### src/shared/bes_pkg.sv
// Constants and types shared by the downstream error signalling block.
// Assumes a single core clock domain; all event inputs are synchronous pulses.
package bes_pkg;

    // ------------------------------------------------------------------
    // Error classes (index into severity, mask and status vectors)
    // ------------------------------------------------------------------
    localparam int BES_NCLASS = 3;
    localparam int BES_CLS_POISON = 0;
    localparam int BES_CLS_ECRC = 1;
    localparam int BES_CLS_DATAERR = 2;

    // Severity: bit set means fatal, clear means non-fatal
    localparam logic [BES_NCLASS-1:0] BES_SEV_RESET = 3'h6;
    localparam logic [BES_NCLASS-1:0] BES_MASK_RESET = 3'h0;

    // ------------------------------------------------------------------
    // Message kinds and their one-hot request positions
    // ------------------------------------------------------------------
    localparam int BES_NMSG = 3;
    localparam int BES_REQ_FATAL = 0;
    localparam int BES_REQ_NONFATAL = 1;
    localparam int BES_REQ_COR = 2;

    typedef enum logic [1:0] {
        BES_MSG_COR,
        BES_MSG_NONFATAL,
        BES_MSG_FATAL
    } bes_msg_e;

    // ------------------------------------------------------------------
    // Completion status encodings on the PCIe side
    // ------------------------------------------------------------------
    localparam logic [2:0] BES_CPL_SC = 3'h0;
    localparam logic [2:0] BES_CPL_UR = 3'h1;
    localparam logic [2:0] BES_CPL_CA = 3'h4;

    // Immediate termination seen on the secondary bus
    typedef enum logic [1:0] {
        BES_TERM_NORMAL,
        BES_TERM_DATAERR,
        BES_TERM_MABORT,
        BES_TERM_TABORT
    } bes_term_e;

    localparam int BES_DW = 32;
    localparam int BES_IDW = 16;

endpackage

### src/shared/bes_msg_if.sv
// Carries message requests from the error core to the message sender.
// Both ends sit on the core clock.
`timescale 1ns/10ps
interface bes_msg_if;
    import bes_pkg::*;
    logic [BES_NMSG-1:0] request;
    logic busy;

    modport core (output request, input busy);
    modport sender (input request, output busy);
endinterface

### src/design/bes_msg_sender.sv
// Message sender: holds pending error message requests and issues them one
// at a time upstream. Assumes the upstream port accepts on valid and ready.
`timescale 1ns/10ps
module bes_msg_sender
    import bes_pkg::*;
(
    // Clock and reset
    input wire logic clk,
    input wire logic rst_n,
    // From the error core
    bes_msg_if.sender req,
    // Upstream message port
    input wire logic [BES_IDW-1:0] requesterId,
    input wire logic msgReady,
    output logic msgValid,
    output bes_msg_e msgType,
    output logic [BES_IDW-1:0] msgRequesterId
);

    // ------------------------------------------------------------------
    // Pending flags and output stage
    // ------------------------------------------------------------------
    logic [BES_NMSG-1:0] pending;
    logic [BES_NMSG-1:0] next_pending;
    logic next_msgValid;
    bes_msg_e next_msgType;
    logic [BES_IDW-1:0] next_msgRequesterId;
    logic [BES_NMSG-1:0] taken;

    assign req.busy = msgValid;

    always_comb begin
        taken = '0;
        next_msgValid = msgValid;
        next_msgType = msgType;
        next_msgRequesterId = msgRequesterId;
        if (msgValid && msgReady) begin
            next_msgValid = 1'b0;
        end
        // one packet per pending flag; repeated requests merge while pending
        // Valid drops for one cycle between messages so each packet is distinct
        if (!msgValid) begin
            if (pending[BES_REQ_FATAL]) begin
                taken[BES_REQ_FATAL] = 1'b1;
                next_msgType = BES_MSG_FATAL;
            end else if (pending[BES_REQ_NONFATAL]) begin
                taken[BES_REQ_NONFATAL] = 1'b1;
                next_msgType = BES_MSG_NONFATAL;
            end else if (pending[BES_REQ_COR]) begin
                taken[BES_REQ_COR] = 1'b1;
                next_msgType = BES_MSG_COR;
            end
            if (|taken) begin
                next_msgValid = 1'b1;
                next_msgRequesterId = requesterId;
            end
        end
        // A new request in the cycle its flag is taken stays pending
        next_pending = (pending & ~taken) | req.request;
    end

    always_ff @(posedge clk or negedge rst_n) begin
        if (!rst_n) begin
            pending <= '0;
            msgValid <= 1'b0;
            msgType <= BES_MSG_COR;
            msgRequesterId <= '0;
        end else begin
            pending <= next_pending;
            msgValid <= next_msgValid;
            msgType <= next_msgType;
            msgRequesterId <= next_msgRequesterId;
        end
    end

endmodule

### src/design/bridge_error_signaling.sv
// Downstream error detection, reporting and completion translation core.
// Assumes all inputs come from logic on the same core clock.
// Operation
// - Errors set bridge and link status, message
// - Per-class severity, reset default, software writable
// - Fatal/nonfatal message needs system or class enable
// - Correctable message only with correctable enable
// - Seen bits set regardless of enables
// - Unmasked advisory nonfatal sends correctable instead
// - Poisoned payload forwarded with inverted parity
// - ECRC-bad request dropped, nothing forwarded
// - Read data error: successful, poisoned completion
// - Nonposted write data error: unsupported request
// - Master-abort UR, target-abort completer abort
`timescale 1ns/10ps
module bridge_error_signaling
    import bes_pkg::*;
(
    // Clock and reset
    input wire logic clk,
    input wire logic rst_n,
    // Reporting controls
    input wire logic system_error_enable,
    input wire logic fatal_report_enable,
    input wire logic nonfatal_report_enable,
    input wire logic correctable_report_enable,
    input wire logic advisory_nonfatal_mask,
    input wire logic [BES_NCLASS-1:0] uncorrMask,
    input wire logic [BES_IDW-1:0] requesterId,
    // Severity programming
    input wire logic severityWrite,
    input wire logic [BES_NCLASS-1:0] severityData,
    output logic [BES_NCLASS-1:0] severityFatal,
    // Status clear pulses, one per sticky bit
    input wire logic clearFatalSeen,
    input wire logic clearNonfatalSeen,
    input wire logic clearCorrectableSeen,
    input wire logic clearParityDetected,
    input wire logic clearSystemErrorSignaled,
    input wire logic clearAdvisory,
    input wire logic [BES_NCLASS-1:0] clearUncorrStatus,
    // Status
    output logic fatal_seen,
    output logic nonfatal_seen,
    output logic correctable_seen,
    output logic parityDetected,
    output logic systemErrorSignaled,
    output logic advisorySeen,
    output logic [BES_NCLASS-1:0] uncorrStatus,
    // Downstream data phases from the link
    input wire logic dnValid,
    input wire logic [BES_DW-1:0] dnData,
    input wire logic dnPoisoned,
    input wire logic dnEcrcBad,
    input wire logic dnLast,
    output logic dnReady,
    // Data phases toward the secondary bus
    input wire logic secReady,
    output logic secValid,
    output logic [BES_DW-1:0] secData,
    output logic secParity,
    output logic secLast,
    // Immediate termination of a forwarded non-posted request
    input wire logic termValid,
    input wire bes_term_e termKind,
    input wire logic termIsRead,
    output logic cplValid,
    output logic [2:0] cplStatus,
    output logic cplPoisoned,
    // Upstream error messages
    input wire logic msgReady,
    output logic msgValid,
    output bes_msg_e msgType,
    output logic [BES_IDW-1:0] msgRequesterId
);

    // ------------------------------------------------------------------
    // Helpers
    // ------------------------------------------------------------------
    function automatic logic evenParity(input logic [BES_DW-1:0] d);
        return ^d;
    endfunction

    bes_msg_if msgBus ();

    // ------------------------------------------------------------------
    // Data path
    // ------------------------------------------------------------------
    logic next_secValid;
    logic [BES_DW-1:0] next_secData;
    logic next_secParity;
    logic next_secLast;
    logic accept;
    logic poisonEvent;
    logic ecrcEvent;

    // Output register frees when empty or drained
    assign dnReady = !secValid || secReady;
    assign accept = dnValid && dnReady;
    // Events are counted once per packet, on its last phase
    assign poisonEvent = accept && dnLast && dnPoisoned && !dnEcrcBad;
    assign ecrcEvent = accept && dnLast && dnEcrcBad;

    always_comb begin
        next_secValid = secValid;
        next_secData = secData;
        next_secParity = secParity;
        next_secLast = secLast;
        if (secValid && secReady) begin
            next_secValid = 1'b0;
        end
        if (accept && !dnEcrcBad) begin
            next_secValid = 1'b1;
            next_secData = dnData;
            next_secLast = dnLast;
            next_secParity = evenParity(dnData) ^ dnPoisoned;
        end
    end

    always_ff @(posedge clk or negedge rst_n) begin
        if (!rst_n) begin
            secValid <= 1'b0;
            secData <= '0;
            secParity <= 1'b0;
            secLast <= 1'b0;
        end else begin
            secValid <= next_secValid;
            secData <= next_secData;
            secParity <= next_secParity;
            secLast <= next_secLast;
        end
    end

    // ------------------------------------------------------------------
    // Completion translation
    // ------------------------------------------------------------------
    logic next_cplValid;
    logic [2:0] next_cplStatus;
    logic next_cplPoisoned;
    logic dataErrEvent;

    assign dataErrEvent = termValid && (termKind == BES_TERM_DATAERR);

    always_comb begin
        next_cplValid = termValid;
        next_cplStatus = cplStatus;
        next_cplPoisoned = 1'b0;
        if (termValid) begin
            case (termKind)
                BES_TERM_NORMAL: next_cplStatus = BES_CPL_SC;
                BES_TERM_DATAERR: begin
                    if (termIsRead) begin
                        next_cplStatus = BES_CPL_SC;
                        next_cplPoisoned = 1'b1;
                    end else begin
                        next_cplStatus = BES_CPL_UR;
                    end
                end
                BES_TERM_MABORT: next_cplStatus = BES_CPL_UR;
                BES_TERM_TABORT: next_cplStatus = BES_CPL_CA;
                default: next_cplStatus = BES_CPL_UR;
            endcase
        end
    end

    always_ff @(posedge clk or negedge rst_n) begin
        if (!rst_n) begin
            cplValid <= 1'b0;
            cplStatus <= BES_CPL_SC;
            cplPoisoned <= 1'b0;
        end else begin
            cplValid <= next_cplValid;
            cplStatus <= next_cplStatus;
            cplPoisoned <= next_cplPoisoned;
        end
    end

    // ------------------------------------------------------------------
    // Error classification and status
    // ------------------------------------------------------------------
    logic [BES_NCLASS-1:0] next_severityFatal;
    logic [BES_NCLASS-1:0] errEvent;
    logic [BES_NCLASS-1:0] next_uncorrStatus;
    logic next_fatal_seen;
    logic next_nonfatal_seen;
    logic next_correctable_seen;
    logic next_parityDetected;
    logic next_systemErrorSignaled;
    logic next_advisorySeen;
    logic fatalAllowed;
    logic nonfatalAllowed;
    logic setFatal;
    logic setNonfatal;
    logic setCor;
    logic setSerr;
    logic setUncorr;
    logic [BES_NMSG-1:0] msgReq;

    assign errEvent = {dataErrEvent, ecrcEvent, poisonEvent};
    assign fatalAllowed = system_error_enable || fatal_report_enable;
    assign nonfatalAllowed = system_error_enable || nonfatal_report_enable;
    assign msgBus.request = msgReq;

    always_comb begin
        setFatal = 1'b0;
        setNonfatal = 1'b0;
        setCor = 1'b0;
        setSerr = 1'b0;
        setUncorr = 1'b0;
        msgReq = '0;
        next_uncorrStatus = uncorrStatus;
        next_advisorySeen = advisorySeen;
        next_severityFatal = severityWrite ? severityData : severityFatal;
        for (int c = 0; c < BES_NCLASS; c++) begin
            setUncorr = 1'b0;
            if (errEvent[c]) begin
                // Poison of nonfatal severity is an advisory error
                if (c == BES_CLS_POISON && !severityFatal[c]) begin
                    setCor = 1'b1;
                    next_advisorySeen = 1'b1;
                    if (!advisory_nonfatal_mask) begin
                        setUncorr = 1'b1;
                        if (correctable_report_enable) begin
                            msgReq[BES_REQ_COR] = 1'b1;
                        end
                    end
                end else begin
                    setUncorr = 1'b1;
                    if (severityFatal[c]) begin
                        setFatal = 1'b1;
                        if (!uncorrMask[c] && fatalAllowed) begin
                            msgReq[BES_REQ_FATAL] = 1'b1;
                            setSerr = setSerr || system_error_enable;
                        end
                    end else begin
                        setNonfatal = 1'b1;
                        if (!uncorrMask[c] && nonfatalAllowed) begin
                            msgReq[BES_REQ_NONFATAL] = 1'b1;
                            setSerr = setSerr || system_error_enable;
                        end
                    end
                end
            end
            // Set wins over a clear in the same cycle
            next_uncorrStatus[c] = setUncorr || (uncorrStatus[c] && !clearUncorrStatus[c]);
        end
        // seen bits set regardless of enables
        next_fatal_seen = setFatal || (fatal_seen && !clearFatalSeen);
        next_nonfatal_seen = setNonfatal || (nonfatal_seen && !clearNonfatalSeen);
        next_correctable_seen = setCor || (correctable_seen && !clearCorrectableSeen);
        next_advisorySeen = next_advisorySeen || (advisorySeen && !clearAdvisory);
        if (clearAdvisory && !(setCor && errEvent[BES_CLS_POISON])) begin
            next_advisorySeen = 1'b0;
        end
        next_parityDetected = (|errEvent) || (parityDetected && !clearParityDetected);
        next_systemErrorSignaled = setSerr || (systemErrorSignaled && !clearSystemErrorSignaled);
    end

    always_ff @(posedge clk or negedge rst_n) begin
        if (!rst_n) begin
            severityFatal <= BES_SEV_RESET;
            uncorrStatus <= '0;
            fatal_seen <= 1'b0;
            nonfatal_seen <= 1'b0;
            correctable_seen <= 1'b0;
            parityDetected <= 1'b0;
            systemErrorSignaled <= 1'b0;
            advisorySeen <= 1'b0;
        end else begin
            severityFatal <= next_severityFatal;
            uncorrStatus <= next_uncorrStatus;
            fatal_seen <= next_fatal_seen;
            nonfatal_seen <= next_nonfatal_seen;
            correctable_seen <= next_correctable_seen;
            parityDetected <= next_parityDetected;
            systemErrorSignaled <= next_systemErrorSignaled;
            advisorySeen <= next_advisorySeen;
        end
    end

    // ------------------------------------------------------------------
    // Message sender
    // ------------------------------------------------------------------
    bes_msg_sender sender (
        .clk(clk),
        .rst_n(rst_n),
        .req(msgBus.sender),
        .requesterId(requesterId),
        .msgReady(msgReady),
        .msgValid(msgValid),
        .msgType(msgType),
        .msgRequesterId(msgRequesterId)
    );

endmodule

### config.mk
export PLATFORM = sky130hd
export DESIGN_NAME = bridge_error_signaling
export DESIGN_NICKNAME = d
export VERILOG_FILES = /design/src/shared/bes_pkg.sv /design/src/shared/bes_msg_if.sv /design/src/design/bes_msg_sender.sv /design/src/design/bridge_error_signaling.sv
export SDC_FILE = /design/constraint.sdc
export NUM_CORES = 1
export LEC_CHECK = 0
export BUFFER_PORTS_ARGS = -buffer_cell sky130_fd_sc_hd__buf_2
export CELL_PAD_IN_SITES_DETAIL_PLACEMENT = 1
export CELL_PAD_IN_SITES_GLOBAL_PLACEMENT = 1
export CORE_MARGIN = 2
export CORE_UTILIZATION = 35
export DETAILED_ROUTE_END_ITERATION = 10
export HOLD_SLACK_MARGIN = 0.05
export PLACE_DENSITY_LB_ADDON = 0.1
export SYNTH_ARGS = -nofsm -noshare
export SYNTH_HDL_FRONTEND = slang
export SYNTH_SLANG_ARGS = --single-unit
### constraint.sdc
create_clock -name clk -period 3.5 [get_ports clk]
set_input_delay 0.175 -clock clk [delete_from_list [all_inputs] [get_ports clk]]
set_output_delay 0.175 -clock clk [all_outputs]
set_load 0.02 [all_outputs]
## After elaboration in Yosys (flattened, before gate mapping)

Index checks and enable logic that the tools add are counted.

- Memories kept: 0
- Bits in writable memories: 0
- Flip-flop bits (word level): 74
- Latch bits: 0
- Bits in read-only memories: 0
- Output and inout port bits: 72
- Bits of input ports: 81
- Word-level logic and storage cells: 157

- $mul: 0
- Reductions and logical operators: 62
- Multiplexer cells: 68
- Equal/unequal tests: 3
- Order comparisons: 0
- Add/subtract/negate cells: 0
- Divide/modulo/power cells: 0
- Bitwise logic cells: 5
- Shifts and indexed selects: 0

Operators by type and width:

| kind | number |
|---|---|
| $mux W1 | 58 |
| $reduce_xor A32 Y1 | 1 |
| $logic_and A1 B1 Y1 | 25 |
| $logic_not A1 Y1 | 15 |
| $logic_or A1 B1 Y1 | 14 |
| $mux W2 | 7 |
| $pmux W3 S4 | 1 |
| $mux W3 | 2 |
| $reduce_or A3 Y1 | 2 |
| $eq A2 B2 Y1 const B | 2 |
| $reduce_and A2 Y1 | 2 |
| $and A3 B3 Y3 | 1 |
| $not A3 Y3 | 1 |
| $or A3 B3 Y3 | 1 |
| $reduce_bool A3 Y1 | 1 |
| $eq A2 B1 Y1 const B | 1 |
| $logic_not A2 Y1 | 1 |
| $reduce_bool A2 Y1 | 1 |
| $not A1 Y1 | 1 |
| $xor A1 B1 Y1 | 1 |

## Logic depth before layout (Yosys ltp)

- Word-level depth: 16
- Depth in mapped cells: 6
- Depth with buffers taken out: 6

## Modules after synthesis

A second synthesis with hierarchy kept.

- Cells, all modules: 235
- Area total of the unflattened synthesis: 3203.1 sq um

Modules (own cells, without submodules):

| module | area an instance (sq um) | sequential area each (sq um) | times used | cells an instance |
|---|---|---|---|---|
| bridge_error_signaling | 2309.7 | 1278.7 | 1 | 180 |
| bes_msg_sender | 893.4 | 550.5 | 1 | 55 |

## Worst setup path before layout

No wires, ideal clock.

- Kind: register to register
- Start point: reg secValid
- End point: reg sender.pending[2]
- Clock period less this slack: 1753 ps
- Buffers on the path: 0
- Setup time: 83 ps
- Cell stages (with the launch flop): 6
- Data required time: 3417 ps
- Slack: 1747 ps
- Arrival: 1670 ps
- Cell sequence: dfrtp_1 nand2b_2 and3_1 nand3b_1 or4b_2 o21ai_0

- Cells in the longest elaborated chain, start to end: 8

RTL lines:

| element | line | source |
|---|---|---|
| start, declared | bridge_error_signaling.sv:59 | `output logic secValid,` |
| start signal, assigned | bridge_error_signaling.sv:127 | `secValid <= next_secValid;` |
| $logic_not A1 Y1 | bridge_error_signaling.sv:98 | `assign dnReady = !secValid \|\| secReady;` |
| $logic_or A1 B1 Y1 | bridge_error_signaling.sv:98 |  |
| via dnReady | bridge_error_signaling.sv:56 | `output logic dnReady,` |
| $logic_and A1 B1 Y1 | bridge_error_signaling.sv:99 | `assign accept = dnValid && dnReady;` |
| $logic_and A1 B1 Y1 (3 in a row) | bridge_error_signaling.sv:101 | `assign poisonEvent = accept && dnLast && dnPoisoned && !dnEcrcBad;` |
| $mux W3 | bridge_error_signaling.sv:216 | `if (errEvent[c]) begin` |
| $or A3 B3 Y3 | bes_msg_sender.sv:59 | `next_pending = (pending & ~taken) \| req.request;` |
| via sender.next_pending[2] | bes_msg_sender.sv:24 | `logic [BES_NMSG-1:0] next_pending;` |
| end signal, assigned | bes_msg_sender.sv:69 | `pending <= next_pending;` |
| end, declared | bes_msg_sender.sv:23 | `logic [BES_NMSG-1:0] pending;` |

The timed path passes the listed nets, and every way through them passes these cells.
A chain may end at the register's enable or synchronous reset.

## Worst setup path in the final report

- Start point: reg secValid
- End point: reg sender.pending[2]

- Cells in the longest elaborated chain, start to end: 8

RTL lines:

| element | line |
|---|---|
| $logic_not A1 Y1 | bridge_error_signaling.sv:98 |
| $logic_or A1 B1 Y1 | bridge_error_signaling.sv:98 |
| $logic_and A1 B1 Y1 | bridge_error_signaling.sv:99 |
| $logic_and A1 B1 Y1 (3 in a row) | bridge_error_signaling.sv:101 |
| $mux W3 | bridge_error_signaling.sv:216 |
| $or A3 B3 Y3 | bes_msg_sender.sv:59 |
| via sender.next_pending[2] | bes_msg_sender.sv:24 |

The timed path passes the listed nets, and every way through them passes these cells.

==> impl_results.md <==
- Status: complete, no violations
- Crit path DAT: 2000 ps
- Fillers: 959
- Placed Cells incl. Taps: just under 500
- Yosys cell types: 35
- Clock buffer depth: 2
- CP Capture Type: register
- First-pass iteration count of the detailed router: 3
- IO buf count: 151
- DRT antenna net count: 0
- Top FF cell, synth: dfrtp_1
- Number of global-route vias before repair: 2645
- Layout cells sized above 1: roughly 53%
- Core Util, Final: 51.3%
- YS warnings: 0
- Fin crit period: 1750 ps
- GRT Total Usage: between 10% and 20%
- CP delay by family, top: simple AND/OR/NAND/NOR gates
- Drt total wl: 8.13 mm
- Worst Tran Pin Value: 935 ps
- Synthesized flop and latch total: 73
- Register area share after synthesis: 58.9%
- Clock root buffer: clkbuf_8
- GRT overflow: 0
- Total power: 2.81 mW
- Fin nets: between 400 and 500
- WL/cell: 15.4 um
- Clock sink total: 73
- Async set or reset register ratio after synthesis: 100%
- Most frequent cell after synthesis: dfrtp_1
- Top-area cell type share of the netlist area: a little under three fifths
- TritonCTS Buffers: 9
- IO Pins: 153
- Buf/Inv on CP: 0
- Die Ht: 98.2 um
- Worst path max stage delay: approximately 700 ps
- Commonest cells in the netlist: dfrtp_1, mux2_2, xnor2_1, inv_1, o21ai_0
- Critical-path top delay cell: or4b_2
- Syn nets: 313
- Fin. max-slew vios: 0
- Initial antenna violation count: 0
- DP Wirelength: 5.78 mm
- Setup TNS: 0 ps
- Worst-path clk slew: 80 ps
- Largest cells by area after synthesis: dfrtp_1, mux2_2, xnor2_1
- CP startpoint kind: register
- Drt drc: 0
- Layout Cells excl Fill: between 500 and 600
- Tightest Hold Check Type: in -> reg
- Synthesized-area fraction occupied by adder cells: 0%
- Syn_area_per_cell: between 10 and 15 um2
- Tcrit/Tclk final: 49.9%
- Synth Area in Simple Gates: 5.48%
- Pwr Density: 632 nW/um2
- Worst endpoint required time: 3750 ps
- Area delta synth->final: 43.4%
- Initial DRC count: 64
- Setup Skew: 7.34 ps
- EDFF count, synth: 0
- Mapped Cells: 232
- Core Region: 8680 um2
- Largest family of logic cells by synthesized area: multiplexers
- Max-Cap Viols: 0
- Multiplexer share of the synthesized area: 18.1%
- Crit-path max FO: 4
- Final setup vio count: 0
- Row Count: 34
- Synth Area in Compound Gates: 5.32%
- Initial Utilization: 35.8%
- Critical path cell sequence: nand2b_2 -> and3_1 -> nand3b_1 -> or4b_2 -> o21ai_0
- Routed vias: between 2000 and 2500
- Worst IR drop on VDD: 0.338 mV
- Fmax: between 500 and 600 MHz
- Critical path class: reg -> reg
- Hold Fails Final Rpt: 0
- Synth Cell Area: slightly above 3000 um2
- Placer Congestion: 0.752
- Global-route wire length before repair: 13.3 mm
- Post-DR vias/cell: around 4.7
- Die area: 9640 um2
- RSZ-0062 raised after global routing: false
- Xor/xnor share of the synthesized area: 9.19%
- Maximum level of the CTS H-tree: 3
- Worst-Skew Late Latency: between 300 and 400 ps
- Die Wd: 98.2 um
- Largest net degree at the start of global routing: 74
- Relative max-transition margin: 37.7%
- Leak: between 2 and 2.5 nW
- Post-synth top area cell: dfrtp_1
- Ant diodes: 0
- CTS tree: yes
cell families after synthesis:
group,count (synthesis)
AO/OA/AOI/OAI,26
buffers and inverters,21
multiplexers,50
other,1
AND/OR/NAND/NOR,30
XOR/XNOR,31
flip-flops,73
worst register-to-register path: stages (launching register included):
cell	delay [ps]
dfrtp_1	390
nand2b_2	100
and3_1	230
nand3b_1	160
or4b_2	690
o21ai_0	110
state kept, by name, summed over array words and instances, names as in the netlist, 2 cells and up:
register	cells
uncorrStatus	3
secData	32
severityFatal	3
sender.msgType	2
cplStatus	2
sender.pending	3
sender.msgRequesterId	16
routing by layer:
metal  vias to the layer above  track usage, %  routed length (um)  share of wire (%)
met4                         0            6.32                 116                1.4
met1                      1201            22.7                3570                 44
met5                         -               0                   0                  0
met3                        10            5.08                 586                7.2
met2                        87            27.6                3860                 47
li1                       1162               -                   -                  -
layout by cell type (no fill, tap or decap), types with 3 or more instances in the layout:
| cell | instances |
|---|---|
| a21oi_1 | 3 |
| buf_2 | 150 |
| clkbuf_8 | 9 |
| dfrtp_1 | 71 |
| dlygate4sd3_1 | 26 |
| inv_1 | 15 |
| mux2_2 | 50 |
| nand2_1 | 6 |
| nand3_1 | 3 |
| nand3b_1 | 3 |
| nor2_1 | 4 |
| nor3_1 | 3 |
| o21ai_0 | 11 |
| o22ai_1 | 3 |
| xnor2_1 | 26 |
| xor2_1 | 4 |
worst paths after layout:
check                           startpoint                   endpoint  slack, ps  cells after the start
min in group asynchronous            rst_n            uncorrStatus[1]        530                      2
max in group asynchronous            rst_n            sender.msgValid       2380                      2
hold / removal             requesterId[12]  sender.msgRequesterId[12]         80                      2
setup reg to reg                  secValid          sender.pending[2]       1750                      5
hold reg to reg              nonfatal_seen              nonfatal_seen        500                      2
setup / recovery                  secValid          sender.pending[2]       1750                      5
stage by stage:
stage,area [um2],hold WS [ps],setup slack [ps]
after global routing,4450,64.0,1590
after global placement,3970,355,1790
after floorplan,3110,-121,1750
after CTS,4420,51.1,1720
after detailed placement,3970,352,1730
final,4450,77.1,1750
where the power goes:
part	internal [mW]	leakage [nW]	switching, mW	total, mW
clock	0.401	0.109	0.324	0.725
combinational	0.417	1.17	0.521	0.938
sequential	1.05	0.880	0.104	1.15
total	1.86	2.16	0.948	2.81
what timing repair did:
action / CTS / global route
setup buffers: 0 / 0
endpoints found under the hold margin: 91 / 3
hold buffers: 23 / 3
resized for setup: 0 / 0
endpoints found under the setup margin: 0 / 0
cell type report:
class	instances	area, um2	area share (%)
clock buffer	9	124	2.78
clock inverter	7	95.1	2.14
tap	108	135	3.03
multi-input combinational	138	1190	26.7
inverter	15	56.3	1.26
sequential	73	1830	41.1
timing repair buffer	178	1030	23.0
No activity file was read; power rests on OpenSTA's default activity.
